### config.mk
export PLATFORM = sky130hd
export DESIGN_NAME = spc_regs
export DESIGN_NICKNAME = d
export VERILOG_FILES = /design/src/spc_pkg.sv /design/src/spc_regs.sv
export VERILOG_INCLUDE_DIRS = /design/src
export SDC_FILE = /design/constraint.sdc
export NUM_CORES = 1
export LEC_CHECK = 0
export ABC_AREA = 0
export BUFFER_PORTS_ARGS = -buffer_cell sky130_fd_sc_hd__buf_2
export CORE_MARGIN = 8
export CORE_UTILIZATION = 46
export DETAILED_ROUTE_END_ITERATION = 12
export PLACE_DENSITY = 0.84
export SLEW_MARGIN = 15
export SYNTH_ARGS = -nofsm -noshare
export SYNTH_HDL_FRONTEND = slang
export SYNTH_SLANG_ARGS = --single-unit
### constraint.sdc
create_clock -name clk_sys -period 0.8 [get_ports clk_sys]
set_input_delay 0.12 -clock clk_sys [delete_from_list [all_inputs] [get_ports clk_sys]]
set_output_delay 0.12 -clock clk_sys [all_outputs]
set_load 0.01 [all_outputs]
### src/spc_cfg.svh
// Offsets, field positions, reset values and timing counts of the serial port config block
`ifndef SPC_CFG_SVH
`define SPC_CFG_SVH

// Register offsets
`define SPC_OFS_SETUP_A      12'h000
`define SPC_OFS_SETUP_B      12'h001
`define SPC_OFS_DEV_TYPE     12'h003
`define SPC_OFS_SERIAL_LO    12'h004
`define SPC_OFS_SERIAL_HI    12'h005
`define SPC_OFS_DIE_REV      12'h006
`define SPC_OFS_COMMIT       12'h00f

// Setup A field positions (upper half, mirror is bit 7 - pos)
`define SPC_A_SOFT_RESET     3'd7
`define SPC_A_LSB_FIRST      3'd6
`define SPC_A_ADDR_ASCEND    3'd5
`define SPC_A_SDO_ENABLE     3'd4

// Setup B field positions
`define SPC_B_READ_BUFFER    3'd5
`define SPC_B_LOGIC_RESET    3'd2

// Commit register field position
`define SPC_COMMIT_BIT       3'd0

// Reset values
`define SPC_SETUP_A_RST      8'h00
`define SPC_SETUP_B_RST      8'h00

// Read latency of the register port in clock cycles
`define SPC_READ_LATENCY     1

`endif

### src/spc_pkg.sv
// Types shared by the serial port config and identification block
package spc_pkg;
    typedef logic [7:0]  spc_byte_t;
    typedef logic [3:0]  spc_nibble_t;
    typedef logic [11:0] spc_serial_t;
endpackage

### src/spc_regs.sv
// Serial port configuration registers and read-only identification registers
//
// Contract
// - Setup A bit 7 written one triggers full device reset, SPI mode only.
// - Bit 6 one shifts LSB first, zero MSB first; ignored in I2C.
// - Bit 5 one increments multibyte address, zero decrements; ignored in I2C.
// - Bit 4 one enables separate SDO pin, zero is 3-wire; ignored in I2C.
// - Setup A bits 3:0 mirror 7:4; each control is AND of pair.
// - Pairs fixed: 3 with 4, 2 with 5, 1 with 6, 0 with 7.
// - Setup B bit 5 selects buffered or active values on readback.
// - Setup B bit 2 one resets logic, keeps register contents.
// - Address 3 bits 3:0 read device type, upper bits zero.
// - Address 4 bits 7:4 read low part serial nibble, low bits zero.
// - Address 5 reads part serial bits 11:4.
// - Address 6 reads the eight-bit die revision.
// - Commit bit 0 at 0xf copies buffered values to active, self-clears.
`timescale 1ns/1ps
`include "spc_cfg.svh"

module spc_regs
    import spc_pkg::*;
#(
    parameter int          ADDR_W      = 12,
    parameter spc_nibble_t DEVICE_TYPE = 4'h9,    // Arbitrary neutral value
    parameter spc_serial_t PART_SERIAL = 12'h2a6, // Arbitrary neutral value
    parameter spc_byte_t   DIE_REV     = 8'h1c    // Arbitrary neutral value
) (
    // Clock and reset
    input  wire logic              clk_sys,
    input  wire logic              rst_n,
    // Port mode strap from a pin, high selects I2C
    input  wire logic              i2c_mode_pin,
    // Register access from the serial framing logic
    input  wire logic [ADDR_W-1:0] reg_addr,
    input  wire logic              reg_wr_en,
    input  wire logic [7:0]        reg_wdata,
    input  wire logic              reg_rd_en,
    output logic      [7:0]        reg_rdata,
    output logic                   reg_rd_valid,
    // Effective serial port controls
    output logic                   lsb_first,
    output logic                   addr_increment,
    output logic                   sdo_pin_enable,
    output logic                   readback_buffered,
    // Reset and commit pulses to the rest of the device
    output logic                   device_reset_pulse,
    output logic                   logic_reset_pulse,
    output logic                   commit_pulse
);

    // Refuse address widths that cannot reach the commit register
    generate
        if (ADDR_W < 4) begin : g_addr_check
            $error("spc_regs: ADDR_W must be at least 4");
        end
    endgenerate

    // Offset match, used by both the write and the read decode.
    // Both sides widen to 32 bits so upper address bits must be zero to match.
    function automatic logic hit(input logic [ADDR_W-1:0] addr, input logic [11:0] ofs);
        hit = (32'(addr) == 32'(ofs));
    endfunction

    // Reset release through two flops; assertion stays asynchronous
    logic rst_meta_reg;
    logic rst_sync_n_reg;
    always_ff @(posedge clk_sys or negedge rst_n) begin
        if (!rst_n) begin
            rst_meta_reg   <= 1'b0;
            rst_sync_n_reg <= 1'b0;
        end else begin
            rst_meta_reg   <= 1'b1;
            rst_sync_n_reg <= rst_meta_reg;
        end
    end

    // Mode pin synchroniser; only the second flop is read
    logic i2c_meta_reg;
    logic i2c_mode_reg;
    always_ff @(posedge clk_sys or negedge rst_sync_n_reg) begin
        if (!rst_sync_n_reg) begin
            i2c_meta_reg <= 1'b0;
            i2c_mode_reg <= 1'b0;
        end else begin
            i2c_meta_reg <= i2c_mode_pin;
            i2c_mode_reg <= i2c_meta_reg;
        end
    end

    // Setup B default, kept as a byte so its read buffer bit can be picked out
    localparam spc_byte_t SETUP_B_RST = `SPC_SETUP_B_RST;

    // Register state
    spc_byte_t setup_a_reg;
    spc_byte_t setup_a_next;
    logic      rdbuf_pend_reg;
    logic      rdbuf_pend_next;
    logic      rdbuf_act_reg;
    logic      rdbuf_act_next;
    logic      dev_rst_reg;
    logic      dev_rst_next;
    logic      log_rst_reg;
    logic      log_rst_next;
    logic      commit_reg;
    logic      commit_next;
    spc_byte_t rdata_reg;
    spc_byte_t rdata_next;
    logic      rd_valid_reg;
    logic      rd_valid_next;

    logic      wr_a;
    logic      wr_b;
    logic      wr_commit;
    logic      soft_reset_req;

    // Write decode; identification offsets have no write path at all
    always_comb begin
        wr_a           = reg_wr_en && hit(reg_addr, `SPC_OFS_SETUP_A);
        wr_b           = reg_wr_en && hit(reg_addr, `SPC_OFS_SETUP_B);
        wr_commit      = reg_wr_en && hit(reg_addr, `SPC_OFS_COMMIT);
        // Soft reset needs both paired bits and SPI mode
        soft_reset_req = wr_a && !i2c_mode_reg
                         && reg_wdata[`SPC_A_SOFT_RESET]
                         && reg_wdata[7 - `SPC_A_SOFT_RESET];
    end

    // Next-state for the configuration, buffer and pulse registers
    always_comb begin
        setup_a_next    = setup_a_reg;
        rdbuf_pend_next = rdbuf_pend_reg;
        rdbuf_act_next  = rdbuf_act_reg;
        dev_rst_next    = soft_reset_req;
        log_rst_next    = 1'b0;
        commit_next     = 1'b0;
        if (soft_reset_req) begin
            // Full reset returns Setup A and both read buffer bits to their defaults
            setup_a_next    = `SPC_SETUP_A_RST;
            rdbuf_pend_next = SETUP_B_RST[`SPC_B_READ_BUFFER];
            rdbuf_act_next  = SETUP_B_RST[`SPC_B_READ_BUFFER];
        end else begin
            if (wr_a) begin
                // Soft reset pair self-clears, the rest are stored
                setup_a_next = reg_wdata & 8'h7e;
            end
            if (wr_b) begin
                // Only bit 5 is stored; reserved bits are dropped
                rdbuf_pend_next = reg_wdata[`SPC_B_READ_BUFFER];
                // Logic reset leaves every register untouched
                log_rst_next    = reg_wdata[`SPC_B_LOGIC_RESET];
            end
            if (wr_commit && reg_wdata[`SPC_COMMIT_BIT]) begin
                // Staged value goes live; the strobe itself self-clears
                rdbuf_act_next = wr_b ? reg_wdata[`SPC_B_READ_BUFFER]
                                      : rdbuf_pend_reg;
                commit_next    = 1'b1;
            end
        end
    end

    // Read mux; reserved bits and unmapped offsets read as zero
    always_comb begin
        rd_valid_next = reg_rd_en;
        rdata_next    = 8'h00;
        if (reg_rd_en) begin
            if (hit(reg_addr, `SPC_OFS_SETUP_A)) begin
                rdata_next = setup_a_reg;
            end else if (hit(reg_addr, `SPC_OFS_SETUP_B)) begin
                // Buffered readback shows the staged bit, else the live one
                rdata_next[`SPC_B_READ_BUFFER] = rdbuf_act_reg ? rdbuf_pend_reg
                                                               : rdbuf_act_reg;
            end else if (hit(reg_addr, `SPC_OFS_DEV_TYPE)) begin
                rdata_next = {4'h0, DEVICE_TYPE};
            end else if (hit(reg_addr, `SPC_OFS_SERIAL_LO)) begin
                rdata_next = {PART_SERIAL[3:0], 4'h0};
            end else if (hit(reg_addr, `SPC_OFS_SERIAL_HI)) begin
                rdata_next = PART_SERIAL[11:4];
            end else if (hit(reg_addr, `SPC_OFS_DIE_REV)) begin
                rdata_next = DIE_REV;
            end else begin
                rdata_next = 8'h00;
            end
        end
    end

    // State registers, all cleared by the synchronised reset
    always_ff @(posedge clk_sys or negedge rst_sync_n_reg) begin
        if (!rst_sync_n_reg) begin
            setup_a_reg    <= `SPC_SETUP_A_RST;
            rdbuf_pend_reg <= 1'b0;
            rdbuf_act_reg  <= 1'b0;
            dev_rst_reg    <= 1'b0;
            log_rst_reg    <= 1'b0;
            commit_reg     <= 1'b0;
            rdata_reg      <= 8'h00;
            rd_valid_reg   <= 1'b0;
        end else begin
            setup_a_reg    <= setup_a_next;
            rdbuf_pend_reg <= rdbuf_pend_next;
            rdbuf_act_reg  <= rdbuf_act_next;
            dev_rst_reg    <= dev_rst_next;
            log_rst_reg    <= log_rst_next;
            commit_reg     <= commit_next;
            rdata_reg      <= rdata_next;
            rd_valid_reg   <= rd_valid_next;
        end
    end

    // Effective controls: AND of each pair, forced off in I2C mode; readback_buffered is the live bit alone, not gated.
    // A mismatched pair simply reads as off, which is the safe default.
    assign lsb_first = !i2c_mode_reg && setup_a_reg[`SPC_A_LSB_FIRST]
                       && setup_a_reg[7 - `SPC_A_LSB_FIRST];
    assign addr_increment = !i2c_mode_reg && setup_a_reg[`SPC_A_ADDR_ASCEND]
                            && setup_a_reg[7 - `SPC_A_ADDR_ASCEND];
    assign sdo_pin_enable = !i2c_mode_reg && setup_a_reg[`SPC_A_SDO_ENABLE]
                            && setup_a_reg[7 - `SPC_A_SDO_ENABLE];
    assign readback_buffered  = rdbuf_act_reg;

    // Pulses and read data
    assign device_reset_pulse = dev_rst_reg;
    assign logic_reset_pulse  = log_rst_reg;
    assign commit_pulse       = commit_reg;
    assign reg_rdata          = rdata_reg;
    assign reg_rd_valid       = rd_valid_reg;

endmodule

Word level (Yosys, flattened, before mapping) --
Cells that the tools add are included.
Operators by class: eq/ne operators 6, muxes and demuxes 20, reductions and logical operators 17
Operators with widths (number):
- 2-to-1 mux 8 bit | 7
- equality test 12 x 3 -> 1 bit, second input constant | 3
- logical AND 1 bit | 13
- equality test 12 x 1 -> 1 bit, second input constant | 1
- equality test 12 x 2 -> 1 bit, second input constant | 1
- equality test 12 x 4 -> 1 bit, second input constant | 1
- logical NOT 12 bit | 1
- 2-to-1 mux 1 bit | 10
- 2-to-1 mux 5 bit | 2
- nonzero test 2 bit | 2
- 2-to-1 mux 2 bit | 1
- logical NOT 1 bit | 1
Word-level totals: bits in registers 26, input bits 25, output and inout port bits 16

Longest topological paths before layout --
depth in word-level cells 8, mapped depth 6, gate-level depth less buffers 4

Worst setup path after synthesis --
No wires, ideal clock.
path kind input port to flip-flop, start input port reg_addr[9], end register rdata_reg[5], in the netlist reg_rdata[5], library setup time 107 ps, arrival 1301 ps, data required time 693 ps, path slack -608 ps, cell stages on the path 4, buffers on the path 0, cells stage by stage or4_4 nor3_4 nand2_2 a2111oi_4
Between the ends: cells in the longest elaborated chain, start to end 7
RTL lines:
- start: declaration | line spc_regs.sv:34 | input wire logic [ADDR_W-1:0] reg_addr,
- equality test 12 x 3 -> 1 bit | line spc_regs.sv:61 | hit = (32'(addr) == 32'(ofs));
- 2-to-1 mux 8 bit | line spc_regs.sv:175 | end else if (hit(reg_addr, `SPC_OFS_SERIAL_HI)) begin
- 2-to-1 mux 8 bit | line spc_regs.sv:173 | end else if (hit(reg_addr, `SPC_OFS_SERIAL_LO)) begin
- 2-to-1 mux 8 bit | line spc_regs.sv:171 | end else if (hit(reg_addr, `SPC_OFS_DEV_TYPE)) begin
- 2-to-1 mux 1 bit | line spc_regs.sv:167 | end else if (hit(reg_addr, `SPC_OFS_SETUP_B)) begin
- 2-to-1 mux 8 bit (*) | line spc_regs.sv:165 | if (hit(reg_addr, `SPC_OFS_SETUP_A)) begin
- 2-to-1 mux 8 bit (*) | line spc_regs.sv:164 | if (reg_rd_en) begin
- net rdata_next[5] | line spc_regs.sv:107 | spc_byte_t rdata_next;
- end signal: assignment | line spc_regs.sv:203 | rdata_reg <= rdata_next;
- end: declaration | line spc_regs.sv:106 | spc_byte_t rdata_reg;
Mark *: on every way through the listed nets, which the timed path passes. The rest lies on a longest branch. A chain may end at the register's enable or synchronous reset.

Worst setup path in the final report --
start input port reg_addr[10], end register rdbuf_act_reg, in the netlist readback_buffered
Between the ends: cells in the longest elaborated chain, start to end 6
RTL lines:
- branches (longest 6 deep; another with equality test 12 x 1 -> 1 bit)
- end signal: assignment | line spc_regs.sv:199 | rdbuf_act_reg <= rdbuf_act_next;
- end: declaration | line spc_regs.sv:98 | logic rdbuf_act_reg;
Parallel ways; which one is timed is not known. The select of a mux whose other input is x is not followed.

==> run_results.csv <==
group,metric,value,unit
synth,yosys_warnings,0,
floorplanning,rows,17,
cells_and_area,syn_to_final_growth,64.7,%
synth,post_synth.cell_area_avg,10.5,um^2
synth,yosysTopAreaCell,"sky130_fd_sc_hd__dfrtp_1",
floorplanning,die_area,0.00400,mm^2
timing,hold_ws,29.3,ps
cts,htree_num_levels,1,
cells_and_area,nNetsFinal,191,
setup_path,crit-reg2reg-capture,"setup_a_reg[6]$_DFFE_PN0P_",
setup_path,crit_type,"input pin to register",
synth,ys_types,26,
timing,layout_setup_ws,-394,ps
setup_path,critPathRequiredTime,1010,ps
placement,hpwl_dp,2.28,mm
detailed_routing,vias,1019,
cts,cts.path.max_buffers,2,
floorplanning,core_region_area,0.00217,mm^2
floorplanning,die-height,63.3,um
grt,number_of_global_route_vias_before_repair,1108,
cts,cts_buffers,3,
synth,ys_top_cells_by_count,"23 x sky130_fd_sc_hd__dfrtp_1, 19 x sky130_fd_sc_hd__nand2_1, 9 x sky130_fd_sc_hd__nor2_1, 7 x sky130_fd_sc_hd__o21ai_0",
synth,synthesis.instances,98,
status,violations,"negative setup slack",
placement,gp_congestion,0.904,
grt,antenna_found_initial,0,
synth,asyncSetResetFlopFracSynth,100,%
grt,grt.total_usage,17.1,%
flow_run,cap_violations,0,
placement,place.port_buffers,39,
setup_path,worst_r2r_startpoint,"i2c_mode_reg$_DFF_PN0_",
timing,timing_hold_violations_final,0,
synth,netlist.area_leader.share,56.0,%
synth,netlist_top_cells_area,"sky130_fd_sc_hd__dfrtp_1 56%, sky130_fd_sc_hd__nand2_1 6.9%, sky130_fd_sc_hd__o21ai_0 3.4%",
synth,synth-edff-count,0,
timing,finalSetupViolations,33,
cts,clkLatencyLatePin,310,ps
cts,cts_tree,"done",
pwr,power.static_leakage,0.828,nW
synth,ys_seq_area_share,56.0,%
pwr,power_density,1220,mW/mm^2
pwr,max-vdd-ir-drop,1260,uV
grt,grt_max_degree,22,
cells_and_area,stdcell_count,193,
detailed_routing,postRouteWirelength,3.32,mm
cells_and_area,layout-drive-gt1-share,57.0,%
floorplanning,i_o_pins,41,
timing,max_freq,838,MHz
setup_path,cp-startpoint,"reg_addr[10]",
pwr,total_power,2.07,mW
synth,cell_with_the_most_instances_after_synthesis,"sky130_fd_sc_hd__dfrtp_1",
detailed_routing,post-route-drc-count,0,
setup_path,worstSetupStartpointType,"input pin",
detailed_routing,ant_nets,0,
placement,dp_slack,-723,ps
synth,syn_nets,123,
cells_and_area,largest_register_ffs,7,
cts,ctsRootBufferMaster,"sky130_fd_sc_hd__clkbuf_4",
setup_path,r2r_slack,-340,ps
setup_path,maximum_fanout_along_the_worst_path,3,
cts,clk_pin_slew_worst_paths,120,ps
status,run_status,"finished with violations",
setup_path,critPathCaptureType,"register",
grt,globalRouteOverflowTotal,0,
timing,final_max_slew_viol_count,0,
detailed_routing,post_drt_wl_per_cell,17.2,um
setup_path,critical_path_arrival,1400,ps
cts,clock_sinks,23,
timing,clock_skew,2.44,ps
floorplanning,die_width,63.3,um
floorplanning,initial_core_util,47.4,%
detailed_routing,drtPass1Iterations,4,
setup_path,worstSetupEndpoint,"readback_buffered$_DFFE_PN0P_",
synth,synth.ff_latch_count,23,
timing,unrepaired_setup_endpoints_after_global_routing,"true",
cells_and_area,insertedDiodeCount,0,
placement,dp_cell_count,182,
detailed_routing,vias_per_cell,5.28,
timing,period_minus_slack,1190,ps
synth,synth_top_flop_cell,"sky130_fd_sc_hd__dfrtp_1",
detailed_routing,drt_first_iter_violations,32,
synth,post_synth_instance_area,0.00103,mm^2
grt,global_route_wire_length_before_repair,5.55,mm
setup_path,ff2ff_path_depth,5,
timing,post-route-period-util,149,%
worst_hold_path,worst_min_delay_path_class,"input pin to register",
==> worst min path at each step <==
| stage | startpoint | to | slack [ps] | cells after the start |
|---|---|---|---|---|
| after floorplan | rst_n | rst_meta_reg$_DFF_PN0_ | -180 | 0 |
| after detailed placement | rst_n | rst_meta_reg$_DFF_PN0_ | -90 | 1 |
| after global placement | rst_n | rst_meta_reg$_DFF_PN0_ | -90 | 1 |
| after global routing | reg_wdata[4] | setup_a_reg[4]$_DFFE_PN0P_ | 10 | 3 |
| after CTS | reg_wdata[1] | setup_a_reg[1]$_DFFE_PN0P_ | 30 | 3 |
| final | reg_wdata[3] | setup_a_reg[3]$_DFFE_PN0P_ | 30 | 3 |
==> power breakdown <==
group | total (mW) | internal, mW | switching [mW] | leakage (nW)
sequential | 1.18 | 1.18 | 0.00549 | 0.310
combinational | 0.360 | 0.182 | 0.178 | 0.500
clock | 0.530 | 0.187 | 0.343 | 0.0177
total | 2.07 | 1.54 | 0.527 | 0.828
==> layer usage <==
layer  track usage [%]  routed length, um
met4              4.46                 20
met1              20.1               1270
met2              29.7               1840
met5                 0                  0
met3              4.77                185
==> per-stage QoR <==
stage	TNS [ps]	utilization, %	area, um^2
detailed placement	-10660	66.6	1440
global placement	-10030	66.6	1440
floorplan	-5930	-	1070
CTS	-8080	75.1	1630
finish	-8250	78.1	1690
global route	-9760	78.1	1690
==> cells in the final DEF (no fill, tap or decap), types with 2 or more instances in the layout <==
cell and n:
sky130_fd_sc_hd__mux2i_1 2, sky130_fd_sc_hd__nand3b_1 2, sky130_fd_sc_hd__nor2_2 5, sky130_fd_sc_hd__or4_4 2, sky130_fd_sc_hd__dfrtp_1 23, sky130_fd_sc_hd__o21ai_1 5
sky130_fd_sc_hd__conb_1 2, sky130_fd_sc_hd__buf_4 17, sky130_fd_sc_hd__nor2_1 4, sky130_fd_sc_hd__dlygate4sd3_1 3, sky130_fd_sc_hd__buf_6 14, sky130_fd_sc_hd__nand2_2 5
sky130_fd_sc_hd__nand2_1 15, sky130_fd_sc_hd__inv_1 3, sky130_fd_sc_hd__nand4_1 4, sky130_fd_sc_hd__a22oi_2 2, sky130_fd_sc_hd__buf_2 32, sky130_fd_sc_hd__nor2b_1 3
sky130_fd_sc_hd__nor4_4 5, sky130_fd_sc_hd__clkbuf_4 3
==> final cells by class <==
| cell class | instances | area, um^2 |
|---|---|---|
| Tap cell | 28 | 35.0 |
| Inverter | 3 | 11.3 |
| Multi-Input combinational cell | 68 | 549 |
| Sequential cell | 23 | 576 |
| Timing Repair Buffer | 67 | 495 |
| Fill cell | 144 | 475 |
| Clock inverter | 1 | 5.00 |
| Clock buffer | 3 | 22.5 |
==> critical path, stage by stage <==
cell and delay (ps):
sky130_fd_sc_hd__buf_6 90, sky130_fd_sc_hd__or4_4 580, sky130_fd_sc_hd__nor4_4 320, sky130_fd_sc_hd__mux2i_1 220
sky130_fd_sc_hd__nor2_1 60
==> logic make-up (layout without fill, tap and decap cells) <==
| group | Yosys count | after routing | share of synthesized area [%] |
|---|---|---|---|
| buffers and inverters | 7 | 74 | 3.04 |
| other | 2 | 2 | 0.730 |
| multiplexers | 2 | 2 | 1.95 |
| AND/OR/NAND/NOR | 49 | 49 | 27.0 |
| AO/OA/AOI/OAI | 14 | 14 | 10.5 |
| flip-flops | 23 | 23 | 56.0 |
| XOR/XNOR | 1 | 1 | 0.852 |
==> repair_timing <==
action / CTS / global route
cloned: 0 / 0
pin swaps: 16 / 5
hold buffers: 3 / 0
hold endpoints to repair: 4 / 0
buffers inserted: 2 / 3
gates resized for setup: 26 / 15
endpoints found under the setup margin: 33 / 33
(Power assumes the default switching activity.)
